===== config.mk =====
export PLATFORM = sky130hd
export DESIGN_NAME = acr_adc_ctrl
export DESIGN_NICKNAME = d
export VERILOG_FILES = /design/src/design/acr_pkg.sv /design/src/design/acr_prescaler.sv /design/src/design/acr_adc_ctrl.sv
export SDC_FILE = /design/constraint.sdc
export NUM_CORES = 1
export LEC_CHECK = 0
export BUFFER_PORTS_ARGS = -buffer_cell sky130_fd_sc_hd__buf_2
export CAP_MARGIN = 20
export CORE_MARGIN = 2
export CORE_UTILIZATION = 42
export CTS_BUF_LIST = sky130_fd_sc_hd__clkbuf_4 sky130_fd_sc_hd__clkbuf_8 sky130_fd_sc_hd__clkbuf_16
export CTS_CLUSTER_DIAMETER = 150
export DETAILED_ROUTE_END_ITERATION = 10
export PLACE_DENSITY = 0.62
export SLEW_MARGIN = 20
export SYNTH_ARGS = -nofsm -noshare
export SYNTH_HDL_FRONTEND = slang
export SYNTH_SLANG_ARGS = --single-unit

===== constraint.sdc =====
create_clock -name clk_i -period 5.25 [get_ports clk_i]
set_input_delay 0.525 -clock clk_i [delete_from_list [all_inputs] [get_ports clk_i]]
set_output_delay 0.525 -clock clk_i [all_outputs]
set_load 0.01 [all_outputs]

===== src/design/acr_pkg.sv =====
/*
  Constants, register map and state type for the converter control and
  result block. Assumes an APB slave with 32-bit data and byte registers.
*/
// Overview of operation
// - Result code is input voltage times 1024 over reference; 0x3ff is full scale.
// - Two-bit reference select: external pin, analog supply, reserved, internal 1.1V.
// - Reference and channel changes wait until the running conversion completes.
// - Left adjust bit changes the result view at once, even mid-conversion.
// - Channel select: pins 0 to 7, bandgap at 11110, ground at 11111.
// - Enable bit powers converter; clearing it aborts any conversion.
// - Writing start begins a conversion; free-running needs only the first one.
// - First conversion after enabling takes 25 converter clocks, others 13.
// - Start reads one while converting; writing zero to it does nothing.
// - Auto trigger enable starts a conversion on a selected trigger rising edge seen while idle.
// - Done flag sets at conversion end; the result updates then too unless a low byte read has frozen it.
// - Interrupt request when flag, interrupt enable and global enable all set.
// - Flag clears on interrupt acknowledge or writing one; zero leaves it.
// - Prescale codes 000 and 001 divide by 2, then 4 up to 128.
// - Reading low result byte freezes the result until high byte is read.
// - Right adjust: bits 9:8 in high byte 1:0; left adjust: 9:2 high, 1:0 low 7:6.
// - Trigger select 000 is free-running; others trigger on a flag rising edge.
// - Switching from a clear source to a set one counts as a trigger edge.

package acr_pkg;

  localparam int unsigned RES_W  = 10;
  localparam int unsigned ADDR_W = 12;
  localparam int unsigned DATA_W = 32;
  localparam int unsigned PS_W   = 3;
  localparam int unsigned PS_MAX_SHIFT = 7;

  // Printed offsets are register indices; byte address is four times the index
  localparam logic [7:0] IDX_RES_LO = 8'h78;
  localparam logic [7:0] IDX_RES_HI = 8'h79;
  localparam logic [7:0] IDX_CTRL_A = 8'h7a;
  localparam logic [7:0] IDX_CTRL_B = 8'h7b;
  localparam logic [7:0] IDX_SELECT = 8'h7c;

  localparam logic [ADDR_W-1:0] ADDR_RES_LO = {2'h0, IDX_RES_LO, 2'h0};
  localparam logic [ADDR_W-1:0] ADDR_RES_HI = {2'h0, IDX_RES_HI, 2'h0};
  localparam logic [ADDR_W-1:0] ADDR_CTRL_A = {2'h0, IDX_CTRL_A, 2'h0};
  localparam logic [ADDR_W-1:0] ADDR_CTRL_B = {2'h0, IDX_CTRL_B, 2'h0};
  localparam logic [ADDR_W-1:0] ADDR_SELECT = {2'h0, IDX_SELECT, 2'h0};

  // Control and status A bit positions
  localparam int unsigned CA_EN    = 7;
  localparam int unsigned CA_START = 6;
  localparam int unsigned CA_ATE   = 5;
  localparam int unsigned CA_FLAG  = 4;
  localparam int unsigned CA_IE    = 3;
  localparam int unsigned CA_PS    = 0;

  // Select register and control B field positions
  localparam int unsigned SL_REF  = 6;
  localparam int unsigned SL_LADJ = 5;
  localparam int unsigned SL_CH   = 0;
  localparam int unsigned CB_TS   = 0;

  localparam logic [7:0] BYTE_RESET = 8'h00;
  localparam logic [1:0] REF_INTERNAL = 2'h3;
  localparam logic [2:0] TS_FREE = 3'h0;
  localparam logic [4:0] LEN_FIRST  = 5'h19;
  localparam logic [4:0] LEN_NORMAL = 5'h0d;

  typedef enum logic [1:0] {
    ACR_IDLE = 2'b00,
    ACR_WAIT = 2'b01,
    ACR_CONV = 2'b10
  } acr_state_t;

endpackage


===== src/design/acr_prescaler.sv =====
/*
  Converter clock prescaler: one-cycle tick every 2 to 128 system clocks.
  Assumes the select code comes from a register on the same clock.
*/
`timescale 1ns/10ps
`default_nettype none

module acr_prescaler
  import acr_pkg::*;
#(
  parameter int unsigned DIV_W = 7
)(
  input  wire logic            clk_i,
  input  wire logic            reset_n_i,
  input  wire logic            run_i,
  input  wire logic [PS_W-1:0] sel_i,
  output logic                 tick_o
);

  if (DIV_W < PS_MAX_SHIFT) begin : g_chk
    $error("acr_prescaler: DIV_W too small for divide by 128");
  end

  logic [DIV_W-1:0] cnt_q;
  logic [DIV_W-1:0] last;

  // Codes 0 and 1 both divide by two
  function automatic logic [DIV_W-1:0] last_count(input logic [PS_W-1:0] s);
    logic [DIV_W:0] full;
    full = {{DIV_W{1'b0}}, 1'b1} << ((s == '0) ? 1 : s);
    last_count = full[DIV_W-1:0] - {{(DIV_W-1){1'b0}}, 1'b1};
  endfunction

  assign last = last_count(sel_i);

  always_ff @(posedge clk_i or negedge reset_n_i) begin
    if (!reset_n_i) begin
      cnt_q  <= '0;
      tick_o <= 1'b0;
    end else if (!run_i) begin
      cnt_q  <= '0;
      tick_o <= 1'b0;
    end else if (cnt_q >= last) begin
      cnt_q  <= '0;
      tick_o <= 1'b1;
    end else begin
      cnt_q  <= cnt_q + {{(DIV_W-1){1'b0}}, 1'b1};
      tick_o <= 1'b0;
    end
  end

endmodule

`default_nettype wire


===== src/design/acr_adc_ctrl.sv =====
/*
  Converter control, status and result registers behind an APB slave.
  Assumes an analog core that holds a stable 10-bit code when a conversion
  ends, trigger flags from logic on the same clock, and a CPU that gives
  the global interrupt enable and the interrupt acknowledge pulse.
*/
`timescale 1ns/10ps
`default_nettype none

module acr_adc_ctrl
  import acr_pkg::*;
(
  input  wire logic              clk_i,
  input  wire logic              reset_n_i,
  input  wire logic              psel_i,
  input  wire logic              penable_i,
  input  wire logic              pwrite_i,
  input  wire logic [ADDR_W-1:0] paddr_i,
  input  wire logic [DATA_W-1:0] pwdata_i,
  output logic      [DATA_W-1:0] prdata_o,
  output logic                   pready_o,
  output logic                   pslverr_o,
  input  wire logic [RES_W-1:0]  conv_data_i,
  input  wire logic [7:0]        trigger_i,
  input  wire logic              global_irq_enable_i,
  input  wire logic              irq_ack_i,
  output logic                   converter_power_o,
  output logic [1:0]             reference_select_o,
  output logic                   internal_ref_on_o,
  output logic [4:0]             channel_select_o,
  output logic                   sample_start_o,
  output logic                   converter_tick_o,
  output logic                   irq_o
);

  acr_state_t       state_q;
  logic             en_q;
  logic             ate_q;
  logic             flag_q;
  logic             ie_q;
  logic [PS_W-1:0]  ps_q;
  logic [1:0]       ref_q;
  logic             ladj_q;
  logic [4:0]       ch_q;
  logic [2:0]       ts_q;
  logic             init_q;
  logic [4:0]       len_q;
  logic [4:0]       cnt_q;
  logic [RES_W-1:0] result_q;
  logic [RES_W-1:0] data_meta_q;
  logic [RES_W-1:0] data_sync_q;
  logic             lock_q;
  logic             trig_prev_q;

  logic             setup;
  logic             access;
  logic             wr_acc;
  logic [7:0]       wb;
  logic             wr_ca;
  logic             tick;
  logic             abort;
  logic             start_req;
  logic             trig_now;
  logic             trig_start;
  logic             done;
  logic             free_run;
  logic [15:0]      view;

  // Left or right justified view of the 10-bit result
  function automatic logic [15:0] result_view(input logic [RES_W-1:0] r,
                                              input logic l);
    result_view = l ? {r, 6'h00} : {6'h00, r};
  endfunction

  function automatic logic mapped(input logic [ADDR_W-1:0] a);
    mapped = (a == ADDR_RES_LO) || (a == ADDR_RES_HI) || (a == ADDR_CTRL_A) ||
             (a == ADDR_CTRL_B) || (a == ADDR_SELECT);
  endfunction

  // Bus decode
  assign setup  = psel_i & ~penable_i;
  assign access = psel_i & penable_i & pready_o;
  assign wr_acc = access & pwrite_i;
  assign wb     = pwdata_i[7:0];
  assign wr_ca  = wr_acc & (paddr_i == ADDR_CTRL_A);

  // Conversion control terms
  assign abort      = wr_ca & ~wb[CA_EN];
  assign start_req  = wr_ca & wb[CA_START] & wb[CA_EN];
  assign free_run   = ate_q & (ts_q == TS_FREE);
  assign trig_now   = (ts_q == TS_FREE) ? 1'b0 : trigger_i[ts_q];
  assign trig_start = en_q & ate_q & trig_now & ~trig_prev_q;
  assign done       = (state_q == ACR_CONV) & tick & (cnt_q == len_q - 5'h01);
  assign view       = result_view(result_q, ladj_q);
  assign tick       = converter_tick_o;

  acr_prescaler #(
    .DIV_W (PS_MAX_SHIFT)
  ) u_prescaler (
    .clk_i     (clk_i),
    .reset_n_i (reset_n_i),
    .run_i     (en_q),
    .sel_i     (ps_q),
    .tick_o    (converter_tick_o)
  );

  // APB answer: ready in the first access cycle, data fixed at setup
  always_ff @(posedge clk_i or negedge reset_n_i) begin
    if (!reset_n_i) begin
      pready_o  <= 1'b0;
      pslverr_o <= 1'b0;
      prdata_o  <= '0;
    end else begin
      pready_o  <= setup;
      pslverr_o <= setup & ~mapped(paddr_i);
      if (setup & ~pwrite_i) begin
        unique case (paddr_i)
          ADDR_RES_LO: prdata_o <= {24'h000000, view[7:0]};
          ADDR_RES_HI: prdata_o <= {24'h000000, view[15:8]};
          ADDR_CTRL_A: prdata_o <= {24'h000000, en_q, state_q != ACR_IDLE,
                                    ate_q, flag_q, ie_q, ps_q};
          ADDR_CTRL_B: prdata_o <= {29'h00000000, ts_q};
          ADDR_SELECT: prdata_o <= {24'h000000, ref_q, ladj_q, ch_q};
          default:     prdata_o <= '0;
        endcase
      end
    end
  end

  // Control fields; start is not stored, it is the busy state
  always_ff @(posedge clk_i or negedge reset_n_i) begin
    if (!reset_n_i) begin
      en_q  <= BYTE_RESET[CA_EN];
      ate_q <= BYTE_RESET[CA_ATE];
      ie_q  <= BYTE_RESET[CA_IE];
      ps_q  <= BYTE_RESET[CA_PS +: PS_W];
    end else if (wr_ca) begin
      en_q  <= wb[CA_EN];
      ate_q <= wb[CA_ATE];
      ie_q  <= wb[CA_IE];
      ps_q  <= wb[CA_PS +: PS_W];
    end
  end

  always_ff @(posedge clk_i or negedge reset_n_i) begin
    if (!reset_n_i) begin
      ref_q  <= BYTE_RESET[SL_REF +: 2];
      ladj_q <= BYTE_RESET[SL_LADJ];
      ch_q   <= BYTE_RESET[SL_CH +: 5];
    end else if (wr_acc & (paddr_i == ADDR_SELECT)) begin
      ref_q  <= wb[SL_REF +: 2];
      ladj_q <= wb[SL_LADJ];
      ch_q   <= wb[SL_CH +: 5];
    end
  end

  always_ff @(posedge clk_i or negedge reset_n_i) begin
    if (!reset_n_i) begin
      ts_q <= BYTE_RESET[CB_TS +: 3];
    end else if (wr_acc & (paddr_i == ADDR_CTRL_B)) begin
      ts_q <= wb[CB_TS +: 3];
    end
  end

  // Trigger edge history follows the selected source, so a switch counts
  always_ff @(posedge clk_i or negedge reset_n_i) begin
    if (!reset_n_i) begin
      trig_prev_q <= 1'b0;
    end else begin
      trig_prev_q <= trig_now;
    end
  end

  // Conversion sequencer
  always_ff @(posedge clk_i or negedge reset_n_i) begin
    if (!reset_n_i) begin
      state_q <= ACR_IDLE;
    end else if (abort) begin
      state_q <= ACR_IDLE;
    end else begin
      unique case (state_q)
        ACR_IDLE: begin
          if (start_req | trig_start) begin
            state_q <= ACR_WAIT;
          end
        end
        ACR_WAIT: begin
          if (tick) begin
            state_q <= ACR_CONV;
          end
        end
        ACR_CONV: begin
          if (done) begin
            state_q <= free_run ? ACR_WAIT : ACR_IDLE;
          end
        end
        default: begin
          state_q <= ACR_IDLE;
        end
      endcase
    end
  end

  // Length chosen when a conversion is requested
  always_ff @(posedge clk_i or negedge reset_n_i) begin
    if (!reset_n_i) begin
      init_q <= 1'b0;
      len_q  <= LEN_FIRST;
    end else if (abort) begin
      init_q <= 1'b0;
    end else if ((state_q == ACR_IDLE) & (start_req | trig_start)) begin
      init_q <= 1'b1;
      len_q  <= init_q ? LEN_NORMAL : LEN_FIRST;
    end else if (done) begin
      len_q  <= LEN_NORMAL;
    end
  end

  always_ff @(posedge clk_i or negedge reset_n_i) begin
    if (!reset_n_i) begin
      cnt_q <= '0;
    end else if (state_q != ACR_CONV) begin
      cnt_q <= '0;
    end else if (tick) begin
      cnt_q <= cnt_q + 5'h01;
    end
  end

  always_ff @(posedge clk_i or negedge reset_n_i) begin
    if (!reset_n_i) begin
      sample_start_o <= 1'b0;
    end else begin
      sample_start_o <= (state_q == ACR_WAIT) & tick & ~abort;
    end
  end

  // Applied selections only move while no conversion is running
  always_ff @(posedge clk_i or negedge reset_n_i) begin
    if (!reset_n_i) begin
      reference_select_o <= '0;
      internal_ref_on_o  <= 1'b0;
      channel_select_o   <= '0;
      converter_power_o  <= 1'b0;
    end else begin
      converter_power_o <= en_q;
      if ((state_q == ACR_IDLE) | done) begin
        reference_select_o <= ref_q;
        internal_ref_on_o  <= (ref_q == REF_INTERNAL);
        channel_select_o   <= ch_q;
      end
    end
  end

  // Core holds its code steady at the end, so a plain two-stage bus is enough
  always_ff @(posedge clk_i or negedge reset_n_i) begin
    if (!reset_n_i) begin
      data_meta_q <= '0;
      data_sync_q <= '0;
    end else begin
      data_meta_q <= conv_data_i;
      data_sync_q <= data_meta_q;
    end
  end

  // Result capture, frozen between low and high byte reads
  always_ff @(posedge clk_i or negedge reset_n_i) begin
    if (!reset_n_i) begin
      result_q <= '0;
    end else if (done & ~lock_q) begin
      result_q <= data_sync_q;
    end
  end

  // Lock taken at the low read setup, so both bytes come from one result unless a conversion ends in that same cycle
  always_ff @(posedge clk_i or negedge reset_n_i) begin
    if (!reset_n_i) begin
      lock_q <= 1'b0;
    end else if (access & ~pwrite_i & (paddr_i == ADDR_RES_HI)) begin
      lock_q <= 1'b0;
    end else if (setup & ~pwrite_i & (paddr_i == ADDR_RES_LO)) begin
      lock_q <= 1'b1;
    end
  end

  // Completion flag: a completion in the clearing cycle still sets it
  always_ff @(posedge clk_i or negedge reset_n_i) begin
    if (!reset_n_i) begin
      flag_q <= 1'b0;
    end else if (done) begin
      flag_q <= 1'b1;
    end else if (irq_ack_i | (wr_ca & wb[CA_FLAG])) begin
      flag_q <= 1'b0;
    end
  end

  always_ff @(posedge clk_i or negedge reset_n_i) begin
    if (!reset_n_i) begin
      irq_o <= 1'b0;
    end else begin
      irq_o <= flag_q & ie_q & global_irq_enable_i;
    end
  end

endmodule

`default_nettype wire


# Yosys cells after proc, flatten, opt, wreduce, memory -nomap -nowiden
# Index checks and enable logic that the tools add are counted.
totals:
  out_inout_bits: 46
  reg_bits: 116
op_classes:
  n_eq_ne: 13
  shifts: 1
  n_bitwise: 38
  magnitude_cmp: 2
  muxes: 27
  addsub: 4
  n_reduce_logical: 15
ops:
  columns: ["cell", "count"]
  rows:
  - ["12-bit by 9-bit equality test with 1-bit output (second input constant)", 5]
  - ["8-bit case mux with 5 select lines", 1]
  - ["1-bit by 32-bit left shift with 7-bit output (first input constant)", 1]
  - ["1-bit AND", 28]
  - ["5-bit 2-to-1 mux", 5]
  - ["16-bit 2-to-1 mux", 1]
  - ["7-bit 2-to-1 mux", 2]
  - ["2-bit nonzero test", 6]
  - ["1-bit 2-to-1 mux", 11]
  - ["2-bit 2-to-1 mux", 4]
  - ["7-bit by 1-bit adder with 7-bit output (second input constant)", 1]
  - ["7-bit >= comparator", 1]
  - ["1-bit inverter", 7]
  - ["7-bit by 1-bit subtractor with 7-bit output (second input constant)", 1]
  - ["3-bit zero test", 2]
  - ["3-bit inequality test (second input constant)", 2]
  - ["2-bit case mux with 3 select lines", 1]
  - ["5-bit by 1-bit adder with 5-bit output (second input constant)", 1]
  - ["5-bit equality test", 1]
  - ["5-bit by 1-bit subtractor with 5-bit output (second input constant)", 1]
  - ["2-bit equality test (second input constant)", 2]
  - ["1-bit logical OR", 4]
  - ["3-bit by 4-bit less-than comparator with 1-bit output (second input constant)", 1]
  - ["1-bit binary-select mux with 3-bit select", 1]
  - ["8 further kinds", 10]

# Depth between registers and ports, before layout
depth:
  depth_word: 10
  mapped_depth: 8
  mapped_depth_nobuf: 7

# By module
# Synthesis repeated with hierarchy kept, for this count alone.
unflattened:
  hier_cells: 372
  hier_area_um2: 4240.3
by_module_without_submodules:
  columns: ["module", "cells_each", "area_each_um2", "n_inst", "seq_area_each_um2"]
  rows:
  - ["acr_adc_ctrl", 318, 3689.8, 1, 2028.2]
  - ["acr_prescaler", 54, 550.5, 1, 200.2]

# Worst setup path before layout
# OpenSTA, ideal clock, no wires.
synth_timing:
  path_type: "reg-to-reg"
  startpoint: "reg u_prescaler.tick_o"
  endpoint: "reg channel_select_o[0]"
  slack_ns: 3.242
  setup_time_ns: 0.125
  stages_incl_launch_ff: 7
  t_required_ns: 5.125
  synth_period_minus_slack_ns: 2.008
  arrival_time_ns: 1.884
  n_path_buf: 2
  cell_sequence: "dfrtp_1 clkbuf_1 nand3_1 or4_1 clkbuf_1 nand2_1 mux2_2"
synth_via:
  elab_chain_len: 3
synth_rtl:
  columns: ["item", "line", "source"]
  rows:
  - ["start: declaration", "acr_prescaler.sv:17", "output logic tick_o"]
  - ["start signal: assignment", "acr_prescaler.sv:39", "tick_o <= 1'b0;"]
  - ["start signal: assignment", "acr_prescaler.sv:42", "tick_o <= 1'b0;"]
  - ["start signal: assignment", "acr_prescaler.sv:45", "tick_o <= 1'b1;"]
  - ["1-bit AND (2 in a row)", "acr_adc_ctrl.sv:93", "assign done = (state_q == ACR_CONV) & tick & (cnt_q == len_q - 5'h01);"]
  - ["1-bit bitwise OR", "acr_adc_ctrl.sv:246", "if ((state_q == ACR_IDLE) | done) begin"]
  - ["end signal: assignment", "acr_adc_ctrl.sv:249", "channel_select_o <= ch_q;"]
  - ["end: declaration", "acr_adc_ctrl.sv:30", "output logic [4:0] channel_select_o,"]
# Every way passes these cells.
# A chain may end at the register's enable or synchronous reset.

# Final worst setup path
layout_timing:
  startpoint: "reg state_q[0]"
  endpoint: "reg channel_select_o[1]"
layout_via:
  elab_chain_len: 4
  word_cells_on_any_way: 5
  cone_classes: "eq/ne: 1; bitwise: 3; reduce/logical: 1"
layout_rtl:
  columns: ["item", "line", "source"]
  rows:
  - ["start: declaration", "acr_adc_ctrl.sv:36", "acr_state_t state_q;"]
  - ["start signal: assignment", "acr_adc_ctrl.sv:194", "state_q <= free_run ? ACR_WAIT : ACR_IDLE;"]
  - ["2-bit equality test", "acr_adc_ctrl.sv:93", null]
  - ["1-bit AND (2 in a row)", "acr_adc_ctrl.sv:93", null]
  - ["1-bit bitwise OR *", "acr_adc_ctrl.sv:246", null]
# Every way passes the cells marked *; elsewhere a longest branch is shown, timed or not.

==> out/qor.yml <==
cp_slowest_stage_delay_ps: 700
finalWorstSetupSlack_ps: 2980
place_ws_ps: 2700
initial_core_util: 0.428
stdcell_area_sq_um: 4700
rsz0062_at_grt: "no"
synth_cells: 356
viasPerCell: 5.15
crit_fanout: 8
insertion_delay_ps: 360
critical_path_class: "reg2reg"
final_cells: 557
fillers: 912
synth_top_area_share: 0.534
wl_per_cell_um: 14.8
yosys_warnings: 0
synth_cell_types: 52
vias: 2871
drv_cap: 0
async_reset_ff_frac: 1.00
period_share: 0.432
yosysSeqAreaShare: 0.541
finalMaxSlewViolations: 0
cts_resized: 0
dr.first_iter.drc_count: 167
crit_buf_inv: 0
synth-edff-count: 0
grt_pass1_wl_mm: 13.2
seqCellArea_sq_um: 2230
p_per_area_nw_per_um2: 327
fin_crit_ps: 2270
clkSinkCount: 89
cts_hold_buf: 0
post_cts.repair.setup_buffers: 0
synth_flop_cell: "dfrtp_1"
final_nets: 499
required_ps: 5500
io_buffer_count: 65
die_h_um: 103
mappedNetlistArea_sq_um: 4120
irDropWorstVdd_mv: 0.129
placementRows: 36
hp-class: "in2async"
clock_path_buffers: 2
syn_to_final_growth_pct: 14.1
leakagePower_nw: 2.25
firstDrtPassIters: 4
critPathTopFamily: "simple AND/OR/NAND/NOR gates"
worst_slew_pin_slew_ps: 780
die-width_um: 103
hpwl_mm: 6.02
ys_ff_latch: 89
grt.total_usage: 0.165
io_pins: 115
synth_area_leaders: "dfrtp_1, mux2_2, buf_4"
dieArea_sq_um: 10600
worst_setup_path_start_kind: "flip-flop"
ant_nets: 0
cts_made_buffers: 9
relSlewSlack: 0.480
gp_congestion: 0.834
multi_input_area_sq_um: 1700
cp_slowest_cell: "or4_1"
finClkSkew_ps: 9.05
max_freq_mhz: 441
postPlaceCellArea_sq_um: 4470
dpl.cell_count: 541
fin_setup_tns_ps: 0
synth_top_cell_by_area: "dfrtp_1"
cp_cell_sequence: "nand2b_1 -> or4_1 -> nand2_1 -> mux2_2"
critPathArrivalTime_ps: 2520
setup_viol: 0
end_kind: "flip-flop"
antenna_cells: 0
drc: 0
htree_levels: 3
final_core_util: 0.488
cts_tree: "done"
grt_overflow_total: 0
outcome: "completed"
root_buffer: "clkbuf_8"
syn_area_per_cell_sq_um: 11.6
grt_pass1_vias: 2688
antenna_found_initial: 0
path_clk_slew_ps: 100
finalHoldViolCount: 0
layout-drive-gt1-share: 0.290
core_sq_um: 9640
drt_wl_total_mm: 8.26
grt_max_degree: 90
-- path summary, 6_finish.rpt --
kind	start	end	slack [ps]	cells after the start
max in group asynchronous	reset_n_i	ref_q[1]$_DFFE_PN0P_	4510	1
worst min register to register	data_meta_q[4]$_DFF_PN0_	data_sync_q[4]$_DFF_PN0_	350	0
min in group clk_i	conv_data_i[2]	data_meta_q[2]$_DFF_PN0_	260	1
worst max-delay path	state_q[0]$_DFFE_PN0P_	channel_select_o[1]$_DFFE_PN0P_	2980	4
worst max register to register	state_q[0]$_DFFE_PN0P_	channel_select_o[1]$_DFFE_PN0P_	2980	4
worst min-delay path	reset_n_i	data_meta_q[0]$_DFF_PN0_	210	1
-- metal layers --
metal	track usage	routed length, um	up-vias
li1	-	-	1344
met1	0.221	3710	1400
met2	0.263	3890	112
met3	0.0373	473	15
met4	0.0648	187	0
met5	0	0	-
-- layout by cell type (no fill, tap or decap), types with 7 or more instances in the layout --
cell	synthesis	layout
mux2_2	34	34
a22oi_1	8	8
dfrtp_1	88	88
nand2_1	24	24
xor2_1	7	7
o21ai_0	19	19
clkbuf_8	0	9
ha_1	11	11
inv_1	12	12
conb_1	2	26
a211oi_1	9	9
buf_2	1	64
and3_1	7	7
nand3_1	11	11
nor2_1	17	17
mux2i_1	8	8
-- report_power, final --
| part | internal (mW) | switching, mW |
|---|---|---|
| sequential | 0.724 | 0.0332 |
| combinational | 0.100 | 0.141 |
| clock | 0.278 | 0.261 |
-- state kept, by name, summed over array words and instances (netlist names), 2 cells and up --
| name | flops |
|---|---|
| cnt_q | 5 |
| ch_q | 5 |
| result_q | 10 |
| channel_select_o | 5 |
| ref_q | 2 |
| data_sync_q | 10 |
| ps_q | 3 |
| ts_q | 3 |
| state_q | 2 |
| len_q | 2 |
| data_meta_q | 10 |
| reference_select_o | 2 |
| u_prescaler.cnt_q | 7 |
| prdata_o | 8 |
-- per-stage QoR --
| step | hold WS [ps] | total power [mW] |
|---|---|---|
| final | 214 | 1.54 |
| after global routing | 232 | 1.63 |
| after CTS | 245 | 1.56 |
| after floorplan | 229 | 0.948 |
| after detailed placement | 335 | 1.01 |
| after global placement | 333 | 1.00 |
-- layout make-up --
cell class | count | area share
Timing Repair Buffer | 65 | 0.0705
Clock buffer | 9 | 0.0263
Sequential cell | 89 | 0.474
Multi-Input combinational cell | 242 | 0.362
Tap cell | 133 | 0.0354
Inverter | 12 | 0.00957
Clock inverter | 7 | 0.0229
-- synth_stat cells (2+ instances only) --
cell type and count:
nor2b_1 5, and3_1 7, buf_1 2, a222oi_1 2, clkbuf_1 9, mux2_2 34
a31oi_1 2, conb_1 2, xor2_1 7, nor2_1 17, a211oi_1 9, o21ai_0 19
xnor2_1 5, ha_1 11, a22o_1 2, nor4_1 3, a22oi_1 8, nand2b_1 5
nand2_1 24, nand3_1 11, a21oi_1 3, nand4_1 3, o31ai_1 4, nand3b_1 3
dfrtp_1 88, o32ai_1 2, buf_4 24, or2_2 2, inv_1 12, or3_1 2
mux2i_1 8
-- cells by family after synthesis --
logic type	Yosys count	synth area share
simple gates	90	0.114
flops	89	0.541
compound gates	60	0.0989
buf+inv	49	0.0686
mux	43	0.118
xor+xnor	12	0.0255
fa+ha+maj	11	0.0334
other cells	2	0.00182
Note: power is estimated with default switching activity, not from simulation.
